[src/logic/clkgen_consts.svh]
`ifndef CLKGEN_CONSTS_SVH
`define CLKGEN_CONSTS_SVH

// Register byte offsets
`define CKG_CTRL_OFS       8'h00
`define CKG_STATUS_OFS     8'h04

// Control word fields (factors stored minus one)
`define CKG_MODE_LSB       0
`define CKG_HALF_BIT       2
`define CKG_PDIV_LSB       4
`define CKG_NDIV_LSB       8
`define CKG_KDIV_LSB       16

// Status word fields
`define CKG_ST_MODE_LSB    0
`define CKG_ST_HALF_BIT    2
`define CKG_ST_BUSY_BIT    3
`define CKG_ST_LOCK_BIT    4

// Reset values
`define CKG_MODE_RST       2'h0
`define CKG_HALF_RST       1'h0
`define CKG_PDIV_RST       4'h0
`define CKG_NDIV_RST       7'h0
`define CKG_KDIV_RST       4'h0

// Free-running oscillator half period in clk_i cycles
`define CKG_VCO_BASE_HALF  16'h0005
// Cycles after reset release before the strap is caught
`define CKG_STRAP_WAIT     2'h2

`endif

[src/logic/clkgen_pkg.sv]
package clkgen_pkg;

  typedef enum logic [1:0]
  {
    MODE_DIRECT    = 2'b00,
    MODE_PRESCALER = 2'b01,
    MODE_PLL       = 2'b10,
    MODE_BASE      = 2'b11
  } clk_mode_t;

  typedef enum logic [1:0]
  {
    ST_IDLE     = 2'b00,
    ST_WAIT_LOW = 2'b01,
    ST_SETTLE   = 2'b10
  } switch_state_t;

endpackage : clkgen_pkg

[src/logic/clock_divider.sv]
// Divides a sampled clock level by an integer factor.
module clock_divider
(
  input  wire logic       clk_i,
  input  wire logic       resetn_i,
  input  wire logic       restart_i,
  input  wire logic       src_i,
  input  wire logic [6:0] factor_m1_i,
  output logic            clk_o
);

  logic       src_q;
  logic [6:0] cnt;
  logic       div_q;

  wire logic       rise     = src_i & ~src_q;
  wire logic [6:0] next_cnt = (cnt >= factor_m1_i) ? 7'h00 : cnt + 7'h01;
  // High for the first half; odd factors get the longer half high
  wire logic [7:0] half     = ({1'b0, factor_m1_i} + 8'h02) >> 1;

  // Count source rising edges; restart parks div_q low (factor one still passes the source to clk_o)
  always_ff @(posedge clk_i or negedge resetn_i)
  begin
    if (!resetn_i)
    begin
      src_q <= 1'b0;
      cnt   <= 7'h00;
      div_q <= 1'b0;
    end
    else
    begin
      src_q <= src_i;
      if (restart_i)
      begin
        cnt   <= factor_m1_i;
        div_q <= 1'b0;
      end
      else if (rise)
      begin
        cnt   <= next_cnt;
        div_q <= ({1'b0, next_cnt} < half);
      end
    end
  end

  // Factor one passes the source through untouched
  assign clk_o = (factor_m1_i == 7'h00) ? src_i : div_q;

endmodule : clock_divider

[src/logic/clock_generation_unit.sv]
// The register addresses and the APB slave port were chosen for this implementation.
`include "clkgen_consts.svh"

module clock_generation_unit
  import clkgen_pkg::*;
(
  input  wire logic        clk_i,
  input  wire logic        resetn_i,
  input  wire logic        oscillator_clock_i,
  input  wire logic [1:0]  mode_strap_i,
  input  wire logic [7:0]  paddr_i,
  input  wire logic        psel_i,
  input  wire logic        penable_i,
  input  wire logic        pwrite_i,
  input  wire logic [31:0] pwdata_i,
  output logic      [31:0] prdata_o,
  output logic             pready_o,
  output logic             pslverr_o,
  output logic             cpu_clock_o,
  output logic             system_clock_o,
  output logic             controlled_oscillator_clock_o
);

  // Pin synchronisers
  logic       osc_s1;
  logic       osc_s2;
  logic [1:0] strap_s1;
  logic [1:0] strap_s2;
  logic [1:0] strap_cnt;

  // Pending (software view) and active configuration
  clk_mode_t  pend_mode;
  logic       pend_half;
  logic [3:0] pend_pdiv;
  logic [6:0] pend_ndiv;
  logic [3:0] pend_kdiv;
  clk_mode_t  act_mode;
  logic       act_half;
  logic [3:0] act_pdiv;
  logic [6:0] act_ndiv;
  logic [3:0] act_kdiv;

  switch_state_t state;
  switch_state_t next_state;

  // Reference measurement and oscillator model
  logic        pref_q;
  logic [15:0] per_cnt;
  logic [15:0] ref_period;
  logic        meas_valid;
  logic [16:0] acc;
  logic        vco_q;

  logic        pdiv_clk;
  logic        cpu_pre;
  logic        sys_pre;

  // Two flops before any logic sees the pins
  always_ff @(posedge clk_i or negedge resetn_i)
  begin
    if (!resetn_i)
    begin
      osc_s1   <= 1'b0;
      osc_s2   <= 1'b0;
      strap_s1 <= 2'h0;
      strap_s2 <= 2'h0;
    end
    else
    begin
      osc_s1   <= oscillator_clock_i;
      osc_s2   <= osc_s1;
      strap_s1 <= mode_strap_i;
      strap_s2 <= strap_s1;
    end
  end

  // Predivider on the oscillator clock
  clock_divider u_pdiv
  (
    .clk_i       (clk_i),
    .resetn_i    (resetn_i),
    .restart_i   (1'b0),
    .src_i       (osc_s2),
    .factor_m1_i ({3'h0, act_pdiv}),
    .clk_o       (pdiv_clk)
  );

  // Reference period in clk_i cycles, rise to rise
  wire logic pref_rise = pdiv_clk & ~pref_q;

  always_ff @(posedge clk_i or negedge resetn_i)
  begin
    if (!resetn_i)
    begin
      pref_q     <= 1'b0;
      per_cnt    <= 16'h0000;
      ref_period <= 16'h0000;
      meas_valid <= 1'b0;
    end
    else
    begin
      pref_q <= pdiv_clk;
      if (pref_rise)
      begin
        per_cnt    <= 16'h0001;
        ref_period <= per_cnt;
        meas_valid <= (per_cnt != 16'h0000);
      end
      else if (per_cnt != 16'hFFFF)
      begin
        per_cnt <= per_cnt + 16'h0001; // Saturates on a dead reference
      end
    end
  end

  // Oscillator as a phase accumulator: toggles 2N times per reference
  // period in PLL mode; free-running at a fixed half period otherwise
  wire logic        vco_base = (act_mode != MODE_PLL);
  wire logic [16:0] vco_step = vco_base ? 17'h00001
                                        : {9'h000, act_ndiv, 1'b0} + 17'h00002;
  wire logic [16:0] vco_mod  = vco_base ? {1'b0, `CKG_VCO_BASE_HALF}
                                        : {1'b0, ref_period};
  wire logic [16:0] acc_sum  = acc + vco_step;
  wire logic        vco_wrap = (acc_sum >= vco_mod) && (vco_mod != 17'h00000);

  always_ff @(posedge clk_i or negedge resetn_i)
  begin
    if (!resetn_i)
    begin
      acc   <= 17'h00000;
      vco_q <= 1'b0;
    end
    else if (vco_wrap)
    begin
      acc   <= acc_sum - vco_mod;
      vco_q <= ~vco_q;
    end
    else
    begin
      acc <= acc_sum;
    end
  end

  // Source selection per mode
  function automatic logic pick_src(clk_mode_t m, logic osc, logic pdv, logic vco);
    case (m)
      MODE_DIRECT:    pick_src = osc;
      MODE_PRESCALER: pick_src = pdv;
      MODE_PLL:       pick_src = vco;
      MODE_BASE:      pick_src = vco;
      default:        pick_src = osc;
    endcase
  endfunction : pick_src

  wire logic act_src  = pick_src(act_mode, osc_s2, pdiv_clk, vco_q);
  wire logic pend_src = pick_src(pend_mode, osc_s2, pdiv_clk, vco_q);

  // Direct drive skips the postdivider entirely
  wire logic [6:0] kdiv_eff = (act_mode == MODE_DIRECT) ? 7'h00 : {3'h0, act_kdiv};
  wire logic       restart  = (state == ST_SETTLE);

  // Postdivider, then the optional halving for the system clock
  clock_divider u_kdiv
  (
    .clk_i       (clk_i),
    .resetn_i    (resetn_i),
    .restart_i   (restart),
    .src_i       (act_src),
    .factor_m1_i (kdiv_eff),
    .clk_o       (cpu_pre)
  );

  clock_divider u_sdiv
  (
    .clk_i       (clk_i),
    .resetn_i    (resetn_i),
    .restart_i   (restart),
    .src_i       (cpu_pre),
    .factor_m1_i ({6'h00, act_half}),
    .clk_o       (sys_pre)
  );

  // Switch controller: never jump sources while a clock is high
  wire logic cfg_diff  = (pend_mode != act_mode) || (pend_half != act_half)
                      || (pend_pdiv != act_pdiv) || (pend_ndiv != act_ndiv)
                      || (pend_kdiv != act_kdiv);
  wire logic both_low  = ~cpu_clock_o & ~system_clock_o & ~pend_src;
  wire logic ref_ready = (pend_mode != MODE_PLL) || meas_valid;
  wire logic commit    = (state == ST_WAIT_LOW) && both_low && ref_ready;

  always_comb
  begin
    next_state = state;
    case (state)
      ST_IDLE:     next_state = cfg_diff ? ST_WAIT_LOW : ST_IDLE;
      ST_WAIT_LOW: next_state = commit ? ST_SETTLE : ST_WAIT_LOW;
      ST_SETTLE:   next_state = ST_IDLE;
      default:     next_state = ST_IDLE;
    endcase
  end

  // APB decode; zero wait states
  wire logic setup    = psel_i & ~penable_i;
  wire logic hit_ctrl = (paddr_i == `CKG_CTRL_OFS);
  wire logic hit_stat = (paddr_i == `CKG_STATUS_OFS);
  wire logic wr_ctrl  = psel_i & penable_i & pwrite_i & pready_o & hit_ctrl;
  wire logic strap_ld = (strap_cnt == `CKG_STRAP_WAIT);

  wire logic [31:0] ctrl_word = ({30'h0, pend_mode} << `CKG_MODE_LSB)
                              | ({31'h0, pend_half} << `CKG_HALF_BIT)
                              | ({28'h0, pend_pdiv} << `CKG_PDIV_LSB)
                              | ({25'h0, pend_ndiv} << `CKG_NDIV_LSB)
                              | ({28'h0, pend_kdiv} << `CKG_KDIV_LSB);
  wire logic [31:0] stat_word = ({30'h0, act_mode} << `CKG_ST_MODE_LSB)
                              | ({31'h0, act_half} << `CKG_ST_HALF_BIT)
                              | ({31'h0, (state != ST_IDLE)} << `CKG_ST_BUSY_BIT)
                              | ({31'h0, meas_valid} << `CKG_ST_LOCK_BIT);
  wire logic [31:0] rd_word   = hit_ctrl ? ctrl_word : (hit_stat ? stat_word : 32'h0);

  // Bus answer, captured in the setup cycle
  always_ff @(posedge clk_i or negedge resetn_i)
  begin
    if (!resetn_i)
    begin
      prdata_o  <= 32'h0;
      pready_o  <= 1'b0;
      pslverr_o <= 1'b0;
    end
    else
    begin
      pready_o  <= setup;
      pslverr_o <= setup & ~hit_ctrl & ~(hit_stat & ~pwrite_i); // Status is read-only
      prdata_o  <= (setup & ~pwrite_i) ? rd_word : 32'h0;
    end
  end

  // Pending configuration: strap once after reset, then software
  always_ff @(posedge clk_i or negedge resetn_i)
  begin
    if (!resetn_i)
    begin
      strap_cnt <= 2'h0;
      pend_mode <= clk_mode_t'(`CKG_MODE_RST);
      pend_half <= `CKG_HALF_RST;
      pend_pdiv <= `CKG_PDIV_RST;
      pend_ndiv <= `CKG_NDIV_RST;
      pend_kdiv <= `CKG_KDIV_RST;
    end
    else
    begin
      if (strap_cnt != 2'h3)
      begin
        strap_cnt <= strap_cnt + 2'h1;
      end
      if (wr_ctrl)
      begin
        pend_mode <= clk_mode_t'(pwdata_i[`CKG_MODE_LSB +: 2]);
        pend_half <= pwdata_i[`CKG_HALF_BIT];
        pend_pdiv <= pwdata_i[`CKG_PDIV_LSB +: 4];
        pend_ndiv <= pwdata_i[`CKG_NDIV_LSB +: 7];
        pend_kdiv <= pwdata_i[`CKG_KDIV_LSB +: 4];
      end
      else if (strap_ld)
      begin
        pend_mode <= clk_mode_t'(strap_s2);
      end
    end
  end

  // Active configuration moves only on a safe commit
  always_ff @(posedge clk_i or negedge resetn_i)
  begin
    if (!resetn_i)
    begin
      state    <= ST_IDLE;
      act_mode <= clk_mode_t'(`CKG_MODE_RST);
      act_half <= `CKG_HALF_RST;
      act_pdiv <= `CKG_PDIV_RST;
      act_ndiv <= `CKG_NDIV_RST;
      act_kdiv <= `CKG_KDIV_RST;
    end
    else
    begin
      state <= next_state;
      if (commit)
      begin
        act_mode <= pend_mode;
        act_half <= pend_half;
        act_pdiv <= pend_pdiv;
        act_ndiv <= pend_ndiv;
        act_kdiv <= pend_kdiv;
      end
    end
  end

  // Registered clock outputs; cpu and system clocks held low through the settle cycle
  always_ff @(posedge clk_i or negedge resetn_i)
  begin
    if (!resetn_i)
    begin
      cpu_clock_o                   <= 1'b0;
      system_clock_o                <= 1'b0;
      controlled_oscillator_clock_o <= 1'b0;
    end
    else
    begin
      cpu_clock_o                   <= cpu_pre & ~commit & ~restart;
      system_clock_o                <= sys_pre & ~commit & ~restart;
      controlled_oscillator_clock_o <= vco_q;
    end
  end

endmodule : clock_generation_unit

[config.mk]
export PLATFORM = sky130hd
export DESIGN_NAME = clock_generation_unit
export DESIGN_NICKNAME = d
export VERILOG_FILES = /design/src/logic/clkgen_pkg.sv /design/src/logic/clock_divider.sv /design/src/logic/clock_generation_unit.sv
export VERILOG_INCLUDE_DIRS = /design/src /design/src/logic
export SDC_FILE = /design/constraint.sdc
export NUM_CORES = 1
export LEC_CHECK = 0
export BUFFER_PORTS_ARGS = -buffer_cell sky130_fd_sc_hd__clkbuf_2
export CAP_MARGIN = 20
export CORE_AREA = 3 3 153 155
export CTS_CLUSTER_SIZE = 12
export DETAILED_ROUTE_END_ITERATION = 10
export DIE_AREA = 0 0 156 158
export MAX_ROUTING_LAYER = met4
export PLACE_DENSITY = 0.67
export SYNTH_ARGS = -nofsm -noshare
export SYNTH_HDL_FRONTEND = slang
export SYNTH_HIERARCHICAL = 1
export SYNTH_SLANG_ARGS = --single-unit
[constraint.sdc]
create_clock -name clk_i -period 5 [get_ports clk_i]
set_clock_uncertainty 0.05 [all_clocks]
set_input_delay 0.75 -clock clk_i [delete_from_list [all_inputs] [get_ports clk_i]]
set_output_delay 0.75 -clock clk_i [all_outputs]
set_load 0.005 [all_outputs]
==> flow_metrics.env <==
export IMPL_setup_viol=0
export IMPL_syn_area_sq_um=9970
export IMPL_worstHoldPathCells=0
export IMPL_yosysWarningCount=6
export IMPL_avgViaCountPerCell=5.36
export IMPL_vias=7815
export IMPL_overflow=0
export IMPL_fin_crit_ps=4630
export IMPL_fmaxAchievable_ghz=0.216
export IMPL_p_clk_share_pct=21.6
export IMPL_p_leak_nw=5.39
export IMPL_grt_max_degree=106
export IMPL_slew_limit_headroom_pct=27.3
export IMPL_cp_arrival_ps=4880
export IMPL_met1_length_mm=10.2
export IMPL_tns_ps=0
export IMPL_drv_slew=0
export IMPL_seqCellArea_sq_um=3730
export IMPL_crit_type="reg -> reg"
export IMPL_fin_area_sq_um=11200
export IMPL_yosysMostFrequentCell="dfrtp_1"
export IMPL_synth_area_leaders="dfrtp_1 (37%), ha_1 (9.4%), nand2_1 (5.4%)"
export IMPL_cts_setup_buffers=0
export IMPL_r2r_start="act_mode[1]"
export IMPL_wl_met3_um=850
export IMPL_ant_nets=0
export IMPL_clk_transition_reported_paths_ps=60
export IMPL_grt_usage_pct=19.2
export IMPL_hold_viol_final=0
export IMPL_grt_pass1_vias=7706
export IMPL_highest_layer="met4"
export IMPL_grt_pass1_wl_mm=37.4
export IMPL_wl_mm=22.1
export IMPL_r2r_end="acc[3]"
export IMPL_fin_crit_sh_pct=92.6
export IMPL_place_ws_ps=265
export IMPL_worstMarginPinSlew_ps=1090
export IMPL_rows=54
export IMPL_ys_ff_latch=149
export IMPL_fillers=2015
export IMPL_p_int_w=0.00376
export IMPL_finalNonFillerCells=1458
export IMPL_crit_buf_inv=2
export IMPL_drt_wirelength_per_cell_um=15.1
export IMPL_r2r_slack_ps=370
export IMPL_async_flop_share_pct=100
export IMPL_drt_first_pass_iters=5
export IMPL_synth_top_area_share_pct=37.4
export IMPL_vdd_drop_max_mv=0.334
export IMPL_ys_seq_area_share_pct=37.4
export IMPL_rsz0062_at_grt="no"
export IMPL_dp_cells=1427
export IMPL_min_to="osc_s2"
export IMPL_synth_ff_type="dfrtp_1"
export IMPL_power_density_nw_per_um2=558
export IMPL_cts_buffer_depth=2
export IMPL_critPathRequiredTime_ps=5250
export IMPL_maxCapViolCount=0
export IMPL_p_switching_w=0.00250
export IMPL_setup_ws_ps=369
export IMPL_fp_dieW_um=156
export IMPL_crit_chain="nor2b_1, buf_4, and2_1, ha_1, o21ai_0, nor2_1, o21a_1, nor2_1, o21ai_0, xor2_1, ha_1, a211oi_2, a21oi_1, a211o_1, a211oi_2, a21o_1, buf_6, mux2_2"
export IMPL_slowest_delay_ps=450
export IMPL_first_iter_violations=449
export IMPL_outcome="completed"
export IMPL_hpwl_mm=15.8
export IMPL_swShare_pct=40.0
export IMPL_start_util_pct=45.4
export IMPL_cp_start_kind="flip-flop"
export IMPL_synth_area_leader_cell="dfrtp_1"
export IMPL_hp_class="reg -> reg"
export IMPL_syn_inst=1073
export IMPL_yosysUniqueCellTypes=70
export IMPL_area_growth_pct=12.5
export IMPL_endpoint_kind="flip-flop"
export IMPL_pwr_share_comb_pct=50.9
export IMPL_clock_latency_ps=420
export IMPL_slowest_stage="dfrtp_1"
export IMPL_antenna_found_initial=0
export IMPL_cts_root_buf="clkbuf_16"
export IMPL_synth_edf_count=0
export IMPL_p_seq_share_pct=27.5
export IMPL_postSynthAreaPerCell_sq_um=9.29
export IMPL_die_area_sq_um=24600
export IMPL_final_core_util_pct=51.1
export IMPL_fp_dieH_um=158
export IMPL_insertedDiodeCount=0
export IMPL_dpl_cell_area_sq_um=10600
export IMPL_place_gp_congestion=0.869
export IMPL_cts_tree="built"
export IMPL_synthTopCellsByCount="dfrtp_1 (149), nand2_1 (144), ha_1 (75), nor2_1 (75), a21oi_1 (49)"
export IMPL_drc=0
export IMPL_cp_top_family="compound AO/OA/AOI/OAI gates"
export IMPL_io_buffers=57
export IMPL_fin_nets=1291
export IMPL_r2r_cells=18
export IMPL_coreArea_sq_um=22000
export IMPL_cts_buffers=17
export IMPL_multi_input_area_sq_um=6030
export IMPL_drive_gt1_share_pct=13.1
export IMPL_pin_count=85
export IMPL_hp_start="osc_s1"
export IMPL_wl_met2_mm=10.6
export IMPL_crit_fanout=17
export IMPL_ctsHtreeMaxLevel=4
export IMPL_clock_sinks=149
[routing by layer]
| layer | up-vias | global-route usage (%) |
|---|---|---|
| met5 | - | - |
| met4 | 0 | 5.89 |
| met3 | 27 | 3.23 |
| met2 | 149 | 31.7 |
| met1 | 3711 | 24.3 |
| li1 | 3928 | - |
[worst max path at each step]
| stage | startpoint | to | slack (ps) | depth (start not counted) |
|---|---|---|---|---|
| after floorplan | act_mode[1] | acc[10] | 710 | 20 |
| after global placement | act_mode[1] | acc[1] | 360 | 18 |
| after detailed placement | act_mode[1] | acc[6] | 260 | 18 |
| after CTS | act_mode[1] | acc[6] | 240 | 18 |
| after global routing | act_ndiv[0] | acc[14] | 30 | 18 |
| final | act_mode[1] | acc[3] | 370 | 18 |
[placed cells by master (no fill, tap or decap), types with 21 or more instances in the layout]
| cell type | netlist | layout |
|---|---|---|
| dfrtp_1 | 149 | 149 |
| nand2_1 | 144 | 144 |
| ha_1 | 75 | 75 |
| nor2_1 | 75 | 74 |
| conb_1 | 1 | 67 |
| clkbuf_2 | 3 | 56 |
| a21oi_1 | 49 | 49 |
| xnor2_1 | 47 | 47 |
| inv_1 | 41 | 41 |
| nand3_1 | 40 | 40 |
| xor2_1 | 33 | 33 |
| mux2_2 | 26 | 26 |
| o21ai_0 | 24 | 24 |
| nor2b_1 | 23 | 23 |
| nor3_1 | 23 | 23 |
| and3_1 | 22 | 22 |
| nand2b_1 | 21 | 21 |
[area by class of cell]
cell class	instances	area share, %
Sequential cell	149	33.2
Clock inverter	12	1.61
Tap cell	280	3.12
Inverter	43	1.44
Multi-Input combinational cell	893	53.8
Timing Repair Buffer	62	2.97
Clock buffer	19	3.86
[metrics by stage]
stage / power, W / hold slack [ps]
2_1_floorplan: 0.00430 / 281
3_3_place_gp: 0.00478 / 284
3_5_place_dp: 0.00486 / 286
4_1_cts: 0.00626 / 300
5_1_grt: 0.00680 / 308
6_report: 0.00626 / 299
[flip-flops by register name, summed over array words and instances, names as in the netlist, 7 cells and up]
name        cells
prdata_o       19
acc            17
per_cnt        16
ref_period     16
act_ndiv        7
pend_ndiv       7
u_kdiv/cnt      7
u_pdiv/cnt      7
u_sdiv/cnt      7
[power by group through the flow]
stage | logic [W] | clock network [W] | registers, W
2_1_floorplan | 0.00264 | 0 | 0.00166
3_3_place_gp | 0.00304 | 0 | 0.00173
3_5_place_dp | 0.00313 | 0 | 0.00174
4_1_cts | 0.00317 | 0.00138 | 0.00172
5_1_grt | 0.00361 | 0.00144 | 0.00176
6_report | 0.00318 | 0.00135 | 0.00172
[repair_timing]
item / CTS / global route
endpoints found under the setup margin: 0 / 15
hold buffers: 0 / 0
resized for setup: 0 / 3
[logic make-up (layout without fill, tap and decap cells)]
logic type | after synthesis | after routing | synth area share, %
multiplexers | 45 | 45 | 5.25
other | 1 | 67 | 0.0376
AO/OA/AOI/OAI | 202 | 202 | 15.0
flip-flops | 149 | 149 | 37.4
adder cells (fa/ha/maj) | 77 | 77 | 9.82
AND/OR/NAND/NOR | 422 | 422 | 20.8
XOR/XNOR | 80 | 80 | 7.03
buffers and inverters | 97 | 136 | 4.66
(Power assumes the default switching activity.)
